--- src/core/csp_pkg.sv ---
/*
  Package for the core sequencing block: program counter, return stack,
  shadow context and the two indirect pointers.
  Assumes one instruction clock and a decoder that issues one-cycle
  command pulses to the core.
*/
// Function
// RULE1: return stack of 16 entries, 15 bits each, apart from data memory
// RULE2: overflow sets stack_overflow_flag, underflow sets stack_underflow_flag, status register
// RULE3: with stack error reset enabled, overflow or underflow forces software reset
// RULE4: two independent 16-bit indirect pointer registers
// RULE5: each pointer reaches all file registers and program memory
// RULE6: indirect access to program memory takes one extra instruction cycle
// RULE7: pointers give a linear view of general purpose RAM beyond 80 bytes
// RULE8: interrupt entry saves core registers to shadows; return restores them
// RULE9: program counter is 15 bits, 32K words of 14 bits
// RULE10: addresses above 3fff wrap into the implemented 16K words
// RULE11: reset starts at 0000, interrupt loads 0004
// RULE12: pointer high byte bit 7 selects program memory; read returns low byte
// RULE13: writes through the indirect port never modify program memory
// RULE14: calls and interrupts push return address; returns pop it
package csp_pkg;
  localparam int PC_W = 15;
  localparam int STK_DEPTH = 16;
  localparam int STK_PTR_W = 4;
  localparam int PTR_W = 16;
  localparam int IMPL_W = 14;
  localparam logic [14:0] IMPL_MASK = 15'h3fff;
  localparam logic [14:0] RESET_VEC = 15'h0000;
  localparam logic [14:0] INT_VEC = 15'h0004;
  localparam int PROG_SEL_BIT = 15;
  localparam int LIN_SEL_BIT = 13;
  localparam int GPR_PER_BANK = 80;
  localparam logic [11:0] GPR_BANK_BASE = 12'h020;
  localparam int BANK_SIZE = 128;
  localparam int POWER_CONTROL_STATUS_REG_OVF_BIT = 7;
  localparam int POWER_CONTROL_STATUS_REG_UNF_BIT = 6;
  typedef enum logic [2:0] {
    CSP_NOP, CSP_STEP, CSP_JUMP, CSP_CALL, CSP_RET, CSP_RETFIE, CSP_INT
  } csp_cmd_t;
endpackage

--- src/core/csp_stack_if.sv ---
/*
  Interface between the core top and its return stack.
  Assumes single clock; push and pop are one-cycle strobes.
*/
`timescale 1ns/10ps
`default_nettype none
interface csp_stack_if;
  logic push;
  logic pop;
  logic [14:0] push_data;
  logic [14:0] top_data;
  logic overflow;
  logic underflow;
  modport core (output push, output pop, output push_data,
                input top_data, input overflow, input underflow);
  modport stack (input push, input pop, input push_data,
                 output top_data, output overflow, output underflow);
endinterface
`default_nettype wire

--- src/core/csp_stack.sv ---
/*
  Hardware return stack of 16 entries.
  Assumes push and pop never both asserted; the core guarantees that.
*/
`timescale 1ns/10ps
`default_nettype none
module csp_stack
  import csp_pkg::*;
(
  // clock and reset
  input wire logic clk,
  input wire logic rst,
  // core side
  csp_stack_if.stack sif
);
  // RULE1: dedicated storage
  logic [14:0] mem [STK_DEPTH];
  logic [STK_PTR_W:0] count;
  logic [STK_PTR_W:0] next_count;
  logic [STK_PTR_W-1:0] wr_idx;

  assign wr_idx = count[STK_PTR_W-1:0];
  assign sif.top_data = (count == '0) ? RESET_VEC : mem[wr_idx - 4'h1];

  // RULE2: detect overflow and underflow
  assign sif.overflow = sif.push && (count == 5'(STK_DEPTH));
  assign sif.underflow = sif.pop && (count == '0);

  always_comb begin
    next_count = count;
    if (sif.push && !sif.overflow) begin
      next_count = count + 5'h01;
    end else if (sif.pop && !sif.underflow) begin
      next_count = count - 5'h01;
    end
  end

  always_ff @(posedge clk) begin
    if (rst) begin
      count <= '0;
    end else begin
      count <= next_count;
    end
  end

  // data cells are not reset, only the depth count matters
  always_ff @(posedge clk) begin
    if (sif.push && !sif.overflow) begin
      mem[wr_idx] <= sif.push_data;
    end
  end
endmodule
`default_nettype wire

--- src/core/csp_core.sv ---
/*
  Core sequencer: program counter, vectors, return stack control,
  shadow context, two indirect pointers and their address mapping.
  Assumes a decoder on the same clock issuing one command per cycle and
  waiting while stall is high; program memory answers in the same cycle as
  prog_rd_en.
*/
`timescale 1ns/10ps
`default_nettype none
module csp_core
  import csp_pkg::*;
(
  // clock and reset
  input wire logic clk,
  input wire logic rst,
  // instruction stream
  input wire csp_cmd_t cmd,
  input wire logic [14:0] jump_addr,
  input wire logic stack_err_reset_en,
  // core registers to shadow
  input wire logic [7:0] work_in,
  input wire logic [7:0] status_in,
  input wire logic [7:0] bank_in,
  input wire logic [7:0] pclath_in,
  // pointer access
  input wire logic ptr_sel,
  input wire logic ptr_wr,
  input wire logic [15:0] ptr_wdata,
  input wire logic ind_rd,
  input wire logic ind_wr,
  input wire logic [7:0] ind_wdata,
  input wire logic [13:0] prog_rdata,
  // outputs
  output logic [14:0] pc,
  output logic stall,
  output logic [15:0] file_select_pointer0,
  output logic [15:0] file_select_pointer1,
  output logic [11:0] data_addr,
  output logic data_wr,
  output logic [7:0] data_wdata,
  output logic data_rd,
  output logic [14:0] prog_addr,
  output logic prog_rd_en,
  output logic [7:0] indirect_data_port,
  output logic ind_valid,
  output logic [7:0] power_control_status_reg,
  output logic soft_reset,
  output logic restore_valid,
  output logic [7:0] work_out,
  output logic [7:0] status_out,
  output logic [7:0] bank_out,
  output logic [7:0] pclath_out
);
  csp_stack_if sif ();
  csp_stack u_stack (
    .clk(clk),
    .rst(rst),
    .sif(sif)
  );

  logic [15:0] ptr [2];
  logic [15:0] next_ptr [2];
  logic [14:0] next_pc;
  logic next_stall;
  logic [7:0] next_power_control_status_reg;
  logic next_soft_reset;
  logic [31:0] shadow;
  logic [31:0] next_shadow;
  logic next_restore;
  logic [15:0] cur_ptr;
  logic [11:0] next_data_addr;
  logic next_data_wr;
  logic next_data_rd;
  logic next_prog_rd;
  logic [7:0] next_ind_data;
  logic next_ind_valid;
  logic [14:0] pc_inc;
  logic [14:0] lin_off;
  logic [6:0] lin_bank;
  logic [6:0] lin_byte;

  // RULE10: wrap above last implemented word
  assign pc_inc = (pc + 15'h0001) & IMPL_MASK;

  // ------------------------------------------------------------
  // program counter and stack
  // ------------------------------------------------------------
  always_comb begin
    next_pc = pc;
    sif.push = 1'b0;
    sif.pop = 1'b0;
    sif.push_data = pc_inc;
    next_power_control_status_reg = power_control_status_reg;
    next_soft_reset = 1'b0;
    next_shadow = shadow;
    next_restore = 1'b0;
    if (!stall) begin
      case (cmd)
        CSP_STEP: next_pc = pc_inc;
        CSP_JUMP: next_pc = jump_addr & IMPL_MASK;
        // RULE14: call pushes return address
        CSP_CALL: begin
          sif.push = 1'b1;
          next_pc = jump_addr & IMPL_MASK;
        end
        // RULE14: return pops address
        CSP_RET: begin
          sif.pop = 1'b1;
          next_pc = sif.top_data & IMPL_MASK;
        end
        // RULE8: restore shadows on return
        CSP_RETFIE: begin
          sif.pop = 1'b1;
          next_pc = sif.top_data & IMPL_MASK;
          next_restore = 1'b1;
        end
        // RULE11: interrupt vector, RULE8: save context
        CSP_INT: begin
          sif.push = 1'b1;
          sif.push_data = pc & IMPL_MASK;
          next_pc = INT_VEC;
          next_shadow = {work_in, status_in, bank_in, pclath_in};
        end
        default: next_pc = pc;
      endcase
    end
    // RULE2: sticky error flags, cleared only by reset
    if (sif.overflow) begin
      next_power_control_status_reg[POWER_CONTROL_STATUS_REG_OVF_BIT] = 1'b1;
    end
    if (sif.underflow) begin
      next_power_control_status_reg[POWER_CONTROL_STATUS_REG_UNF_BIT] = 1'b1;
    end
    // RULE3: optional software reset on stack error
    if ((sif.overflow || sif.underflow) && stack_err_reset_en) begin
      next_soft_reset = 1'b1;
      next_pc = RESET_VEC;
    end
  end

  // RULE9: 15-bit program counter
  always_ff @(posedge clk) begin
    if (rst) begin
      // RULE11: reset vector
      pc <= RESET_VEC;
      power_control_status_reg <= 8'h00;
      soft_reset <= 1'b0;
      shadow <= 32'h0000_0000;
      restore_valid <= 1'b0;
    end else begin
      pc <= next_pc;
      power_control_status_reg <= next_power_control_status_reg;
      soft_reset <= next_soft_reset;
      shadow <= next_shadow;
      restore_valid <= next_restore;
    end
  end

  assign work_out = shadow[31:24];
  assign status_out = shadow[23:16];
  assign bank_out = shadow[15:8];
  assign pclath_out = shadow[7:0];

  // ------------------------------------------------------------
  // indirect pointers
  // ------------------------------------------------------------
  assign cur_ptr = ptr[ptr_sel];
  assign file_select_pointer0 = ptr[0];
  assign file_select_pointer1 = ptr[1];
  // RULE7: linear gpr space, 80 bytes per bank
  assign lin_off = cur_ptr[12:0] + 15'h0000;
  assign lin_bank = 7'(lin_off / 15'(GPR_PER_BANK));
  assign lin_byte = 7'(lin_off % 15'(GPR_PER_BANK));

  // RULE4: two independent registers
  generate
    for (genvar i = 0; i < 2; i++) begin : g_ptr
      always_comb begin
        next_ptr[i] = ptr[i];
        if (ptr_wr && (ptr_sel == 1'(i))) begin
          next_ptr[i] = ptr_wdata;
        end
      end
      always_ff @(posedge clk) begin
        if (rst) begin
          ptr[i] <= 16'h0000;
        end else begin
          ptr[i] <= next_ptr[i];
        end
      end
    end
  endgenerate

  always_comb begin
    next_data_addr = cur_ptr[11:0];
    next_data_wr = 1'b0;
    next_data_rd = 1'b0;
    next_prog_rd = 1'b0;
    next_stall = 1'b0;
    next_ind_data = indirect_data_port;
    next_ind_valid = 1'b0;
    // RULE12: second cycle returns low byte of word
    if (stall) begin
      // a dropped write also stalls, but has no word to hand back
      if (prog_rd_en) begin
        next_ind_data = prog_rdata[7:0];
        next_ind_valid = 1'b1;
      end
    // RULE5: one pointer space for both memories
    end else if (cur_ptr[PROG_SEL_BIT]) begin
      if (ind_rd) begin
        // RULE6: one extra cycle for the fetch
        next_prog_rd = 1'b1;
        next_stall = 1'b1;
      end else if (ind_wr) begin
        // RULE13: write dropped, still costs the extra cycle
        next_stall = 1'b1;
      end
    end else begin
      if (cur_ptr[LIN_SEL_BIT]) begin
        next_data_addr = 12'({lin_bank, 5'h00} + {lin_bank, 7'h00} - {lin_bank, 5'h00})
                         + GPR_BANK_BASE + 12'(lin_byte);
      end
      next_data_wr = ind_wr;
      next_data_rd = ind_rd;
    end
  end

  always_ff @(posedge clk) begin
    if (rst) begin
      data_addr <= 12'h000;
      data_wr <= 1'b0;
      data_rd <= 1'b0;
      data_wdata <= 8'h00;
      prog_addr <= 15'h0000;
      prog_rd_en <= 1'b0;
      stall <= 1'b0;
      indirect_data_port <= 8'h00;
      ind_valid <= 1'b0;
    end else begin
      data_addr <= next_data_addr;
      data_wr <= next_data_wr;
      data_rd <= next_data_rd;
      data_wdata <= ind_wdata;
      // RULE10: program fetch also wraps
      prog_addr <= {1'b0, cur_ptr[IMPL_W-1:0]};
      prog_rd_en <= next_prog_rd;
      stall <= next_stall;
      indirect_data_port <= next_ind_data;
      ind_valid <= next_ind_valid;
    end
  end
endmodule
`default_nettype wire

--- config.mk ---
export PLATFORM = sky130hd
export DESIGN_NAME = csp_core
export DESIGN_NICKNAME = d
export VERILOG_FILES = /design/src/core/csp_pkg.sv /design/src/core/csp_stack_if.sv /design/src/core/csp_stack.sv /design/src/core/csp_core.sv
export SDC_FILE = /design/constraint.sdc
export NUM_CORES = 1
export LEC_CHECK = 0
export BUFFER_PORTS_ARGS = -buffer_cell sky130_fd_sc_hd__buf_2
export CORE_MARGIN = 3
export CORE_UTILIZATION = 35
export CTS_CLUSTER_DIAMETER = 150
export CTS_CLUSTER_SIZE = 20
export DETAILED_ROUTE_END_ITERATION = 12
export HOLD_SLACK_MARGIN = 0.03
export MAX_ROUTING_LAYER = met4
export SLEW_MARGIN = 0
export SYNTH_ARGS = -nofsm -noshare
export SYNTH_HDL_FRONTEND = slang
export SYNTH_SLANG_ARGS = --single-unit
--- constraint.sdc ---
create_clock -name clk -period 6.3 [get_ports clk]
set_input_delay 0.315 -clock clk [delete_from_list [all_inputs] [get_ports clk]]
set_output_delay 0.315 -clock clk [all_outputs]
set_load 0.05 [all_outputs]
Word level (Yosys, flattened, before mapping)
Memories as Yosys holds them, arrays and structs flattened. Index checks and enable logic that the tools add are counted. W data, S select, Z words.

Add/sub/neg operators: 8. $mul: 0. Divide/modulo/power cells: 2. Order comparisons: 0. Equal/unequal tests: 7. Shift operators: 0. Multiplexer cells: 28. Bitwise gates (word level): 5. Reduce and logical (&&, ||, !) cells: 24.

Operators with widths (count): $mux W16 (4); $pmux W15 S4 (1); $mux W12 (3); $mux W14 (2); $div A13 B7 Y15 const B (1); $mod A13 B7 Y15 const B (1); $mux W1 (15); $mux W15 (1); $add A14 B1 Y14 const B (1); $add A12 B12 Y12 (1); $add A12 B6 Y12 const B (1); $add A12 B7 Y12 (1); $reduce_or A2 Y1 (6); $sub A12 B12 Y12 (1); $mux W5 (2); $eq A3 B3 Y1 const B (3); $logic_and A1 B1 Y1 (7); $eq A3 B2 Y1 const B (2); $reduce_and A2 Y1 (3); $reduce_or A3 Y1 (2); $add A5 B1 Y5 const B (1); $eq A5 B5 Y1 const B (1); $logic_not A5 Y1 (1); $sub A5 B1 Y5 const B (1); other kinds (8) (12).

Register bits after elaboration: 104. Bits in latches: 0. Memory bits (writable): 272. Bits in read-only memories: 0. Input port bits: 95. Output and inout port bits: 137. Logic and storage cells: 93. Memories kept: 2.

Memories: u_stack.mem (depth 16, width 15, read ports 1, clocked after memory_dff 0, wr ports 1, line csp_stack.sv:17) `logic [14:0] mem [STK_DEPTH];`; ptr (depth 2, width 16, read ports 3, clocked after memory_dff 0, wr ports 2, line csp_core.sv:61) `logic [15:0] ptr [2];`.

Longest topological paths before layout
Depth in word-level cells: 9. Mapped depth: 23. Depth with buffers taken out: 21.

Hierarchy
A second synthesis with hierarchy kept.

Cell total of the unflattened synthesis: 1312. Area, all modules: 16350.7 um^2.

Modules (own cells, without submodules): csp_stack (instances 1, cells each 446, area an instance 9661.8 um^2); csp_core (instances 1, cells each 866, area an instance 6688.9 um^2).

Worst setup path after synthesis
Ideal clock, no wire load.

Kind: register to register. Start point: memory ptr[1][10]. End point: register data_addr[11]. Setup time: 154 ps. Arrival time: 4840 ps. Data required time: 6146 ps. Setup slack: 1306 ps. Cell stages (with the launch flop): 21. Period minus slack after synthesis: 4994 ps. Cell sequence: dfxtp_1 -> mux2i_1 -> nor4_1 -> nor4_1 -> or3_4 -> clkbuf_1 -> a21boi_0 -> nor3b_1 -> o22ai_1 -> o21ai_0 -> a21oi_1 -> xnor2_1 -> ha_1 -> o21a_1 -> o21ai_0 -> nand2b_1 -> a21oi_1 -> nand2_1 -> a221oi_1 -> xnor2_1 -> a21oi_1.

RTL lines: start: declaration (line csp_core.sv:61); end signal: assignment (line csp_core.sv:241) `data_addr <= next_data_addr;`; end: declaration (line csp_core.sv:38) `output logic [11:0] data_addr,`.

==> summary.txt <==
Global routing
  – Largest net degree at the start of global routing: 62
  – Initial antenna violation count: 1
  – Tot GR Track Use: 16.9%
  – Total congestion overflow: 0
  – Vias in the first global route: ~10k
  – First-pass GRT wire length: between 50 and 60 mm

Floorplan
  – Cell Rows: between 70 and 80
  – Die Span Y: ~220 microns
  – Full die area: 0.0463 sq mm
  – Die Wd: around 220 microns
  – I/O Pins: 232
  – Initial Util: approximately 35%
  – Core Area: about 0.043 sq mm

Detailed routing
  – Antenna Nets Post-Route: 0
  – DRC Markers: 0
  – DRT iter0 DRCs: ~810
  – WL/cell: ~19 microns
  – Vias/cell: roughly 5.1
  – TritonRoute pass-1 iters: 6
  – Total routed wirelength: approximately 40 mm
  – Vias post-DR: ~10k

Final layout
  – Post-layout instance area: approximately 0.018 sq mm
  – Final core occ: between 40% and 50%
  – Post-layout net count: roughly 1.6k
  – Share of cells above drive strength 1: between 20% and 30%
  – Max reg flops: between 200 and 250
  – Largest regs: u_stack.mem (224), ptr (32), shadow (32)
  – Area Overhead vs Synth: 18.6%
  – Fillers: 4,008
  – Reg with most FFs: u_stack.mem

Power and ir drop
  – Net Sw Frac: between 30% and 40%
  – Sequential Power Share: 44.7%
  – Power density of the placed cells: ~340 mW/mm^2
  – P_int: 0.00413 W
  – Switching power total: roughly 0.0021 W
  – Highest ir drop seen on vdd: 0.172 mV
  – Combinational Power Share: around 33%
  – Clock Power Share: roughly 22%
  – Static Leak: around 6.8 nW

STA
  – Max_slew headroom: between 10% and 20%
  – Actual slew at the worst max-slew pin: ~1.3 ns
  – Slew Viols, Final: 0
  – Final hold violations: 0
  – Final setup violation count: 0
  – Fmax: between 0.15 and 0.2 GHz
  – RSZ-0062 raised after global routing: no
  – Final setup TNS: 0 ns
  – Final Cycle Share: roughly 80%
  – Clock Skew: 0.0222 ns
  – Worst Hold Slack: 0.0575 ns
  – Final Critical Period: around 5 ns

CTS
  – Post-CTS resize count: 0
  – CTS root buffer: clkbuf_16
  – Clk_lat worst skew: 0.54 ns
  – CTS Buf Count: 21
  – CTS tree: yes
  – CTS clock-pin slew for the worst setup and hold paths: 0.09 ns
  – Htree depth: 1
  – CTS Buffer Depth: 3
  – Clk sinks: between 300 and 400

Setup path
  – R2R Path Start: ptr[1][10]
  – CP endpoint kind: register
  – Crit-path max FO: 15
  – CP required: slightly below 7 ns
  – Setup crit start kind: register
  – CP Launch Point: ptr[1][10]
  – Critical Path Slowest Stage Cell: mux2i_1
  – Worst EP arrival: approximately 5.5 ns
  – CP delay by family, top: compound AO/OA/AOI/OAI gates
  – R2R Setup Slk: around 1.3 ns
  – Worst Path Buf+Inv: 0
  – Worst path cell trace: mux2i_1 > nor4_1 > a22o_1 > or3_4 > a21boi_0 > nor3b_1 > o22ai_1 > o21ai_0 > a21oi_1 > xnor2_1 > ha_1 > o21a_1 > o21ai_0 > nand2b_1 > a21oi_1 > nand2_1 > a221oi_1 > xnor2_1 > a21oi_1
  – Crit-path max cell delay: a little under 0.6 ns
  – Crit path top cell by count: a21oi_1
  – WS Path Type: register to register

Synthesis
  – Mapped Area: 0.0153 sq mm
  – Yosys Warn Count: 0
  – Yosys cell types: 64
  – Ys async rst share: 0%
  – Number of flops mapped to enable cells by yosys: around 220
  – Avg Cell Area, Syn: around 13 sq um
  – Post-synthesis register bit count: approximately 360
  – Most common flop cell mapped by yosys: edfxtp_1
  – Gate Count Post-Synth: roughly 1.2k
  – Sequential element share of the synthesized area: 61.0%

Placement
  – Final GP Congestion: roughly 0.87
  – Final HPWL DP: ~25 mm
  – Port bufs: around 220
  – Placed instance area: around 0.017 sq mm

Hold path
  – Hold crit path type: primary input to register
  – Hold Path Origin: bank_in[4]

Status
  – Status: finished, final reports clean

Flow run
  – Maxcap violations: 0
-- layout make-up --
type | count | area (sq um) | share of cell area [%]
clock inverter | 2 | 15.0 | 0.0827
clock buffer | 36 | 582 | 3.20
multi-input combinational | 769 | 5610 | 30.9
timing repair buffer | 293 | 1810 | 9.96
tap | 585 | 732 | 4.03
inverter | 13 | 53.8 | 0.296
antenna | 1 | 2.50 | 0.0138
sequential | 355 | 9350 | 51.5
-- timing repair --
| item | 4_1_cts | 5_1_grt |
|---|---|---|
| buffers inserted | 0 | 0 |
| endpoints found under the hold margin | 77 | 0 |
| hold buffers | 59 | 0 |
-- layout by cell type (no fill, tap or decap), drive strengths merged, types with 3 or more instances in the layout --
cell type and n:
mux2 15, a31oi 3, nor3 18, a21oi 111, a211oi 26, nand2b 5, dlygate4sd3 59, ha 28
a221oi 6, o21ai 15, a222oi 7, nand3 22, dfxtp 131, or3 5, nor2 79, nor4 5
inv 14, nor2b 26, edfxtp 224, conb 8, or2 5, and2 21, nand2 176, xnor2 30
o22ai 3, buf 234, xor2 15, o211ai 5, mux2i 33, mux4 57, and3 13, clkbuf 36
nand4 5
-- cell usage after synthesis (6+ instances only) --
cell / n / area (sq um)
nor2_1: 79 / 297
edfxtp_1: 224 / 6730
a211oi_1: 25 / 188
nand3_1: 22 / 110
a222oi_1: 7 / 70.1
ha_1: 28 / 350
a221oi_1: 6 / 52.6
clkbuf_1: 53 / 199
buf_4: 11 / 82.6
buf_1: 11 / 41.3
xnor2_1: 30 / 263
and2_1: 19 / 119
dfxtp_1: 131 / 2620
and3_1: 13 / 81.3
inv_1: 12 / 45.0
xor2_1: 14 / 123
mux4_2: 57 / 1280
o21ai_0: 15 / 75.1
a21oi_1: 111 / 556
nor3_1: 18 / 90.1
mux2_2: 13 / 146
mux2i_1: 30 / 300
nor2b_1: 26 / 163
nand2_1: 176 / 661
-- worst register-to-register path, delay by kind of cell (launching register included) --
| kind | cells | cell delay [ns] |
|---|---|---|
| AOI/OAI and AO/OA | 10 | 2.30 |
| and+or+nand+nor | 5 | 1.04 |
| muxes | 1 | 0.58 |
| DFF | 1 | 0.35 |
| adders and majority gates | 1 | 0.35 |
| xor gates and xnor gates | 2 | 0.32 |
-- worst paths after layout --
path	endpoint	cells past startpoint
worst max-delay path	data_addr[11]	19
worst min-delay path	shadow[12]	3
worst max register to register	data_addr[11]	19
worst min register to register	shadow[0]	2
-- layer usage --
metal	vias up	GRT usage, %	wire length [microns]
li1	4904	-	-
met1	5147	21.5	16600
met2	353	28.9	19700
met3	44	2.22	2300
met4	0	4.01	769
met5	-	-	0
-- stage by stage --
stage | power [W] | setup slack, ns | std cells
final | 0.00623 | 1.28 | 2054
after global placement | 0.00485 | 0.963 | 1956
after global routing | 0.00657 | 0.717 | 2054
after detailed placement | 0.00489 | 0.896 | 1956
after floorplan | 0.00432 | 1.31 | 1217
after CTS | 0.00630 | 1.30 | 2053
-- power by group through the flow --
stage | registers (W) | clock network [W] | logic, W
after global placement | 0.00284 | 0 | 0.00202
final | 0.00279 | 0.00139 | 0.00206
after global routing | 0.00281 | 0.00152 | 0.00224
after floorplan | 0.00294 | 0 | 0.00138
after CTS | 0.00279 | 0.00143 | 0.00208
after detailed placement | 0.00284 | 0 | 0.00204
-- kinds of logic after synthesis --
logic type | count (synthesis) | synth area share, %
and+or+nand+nor | 385 | 11.3
adders and majority gates | 32 | 2.68
muxes | 105 | 11.9
DFF | 355 | 61.0
xor gates and xnor gates | 45 | 2.62
other | 1 | 0.0245
AOI/OAI and AO/OA | 194 | 7.78
buffers and inverters | 93 | 2.66
No activity file was read; power rests on OpenSTA's default activity.
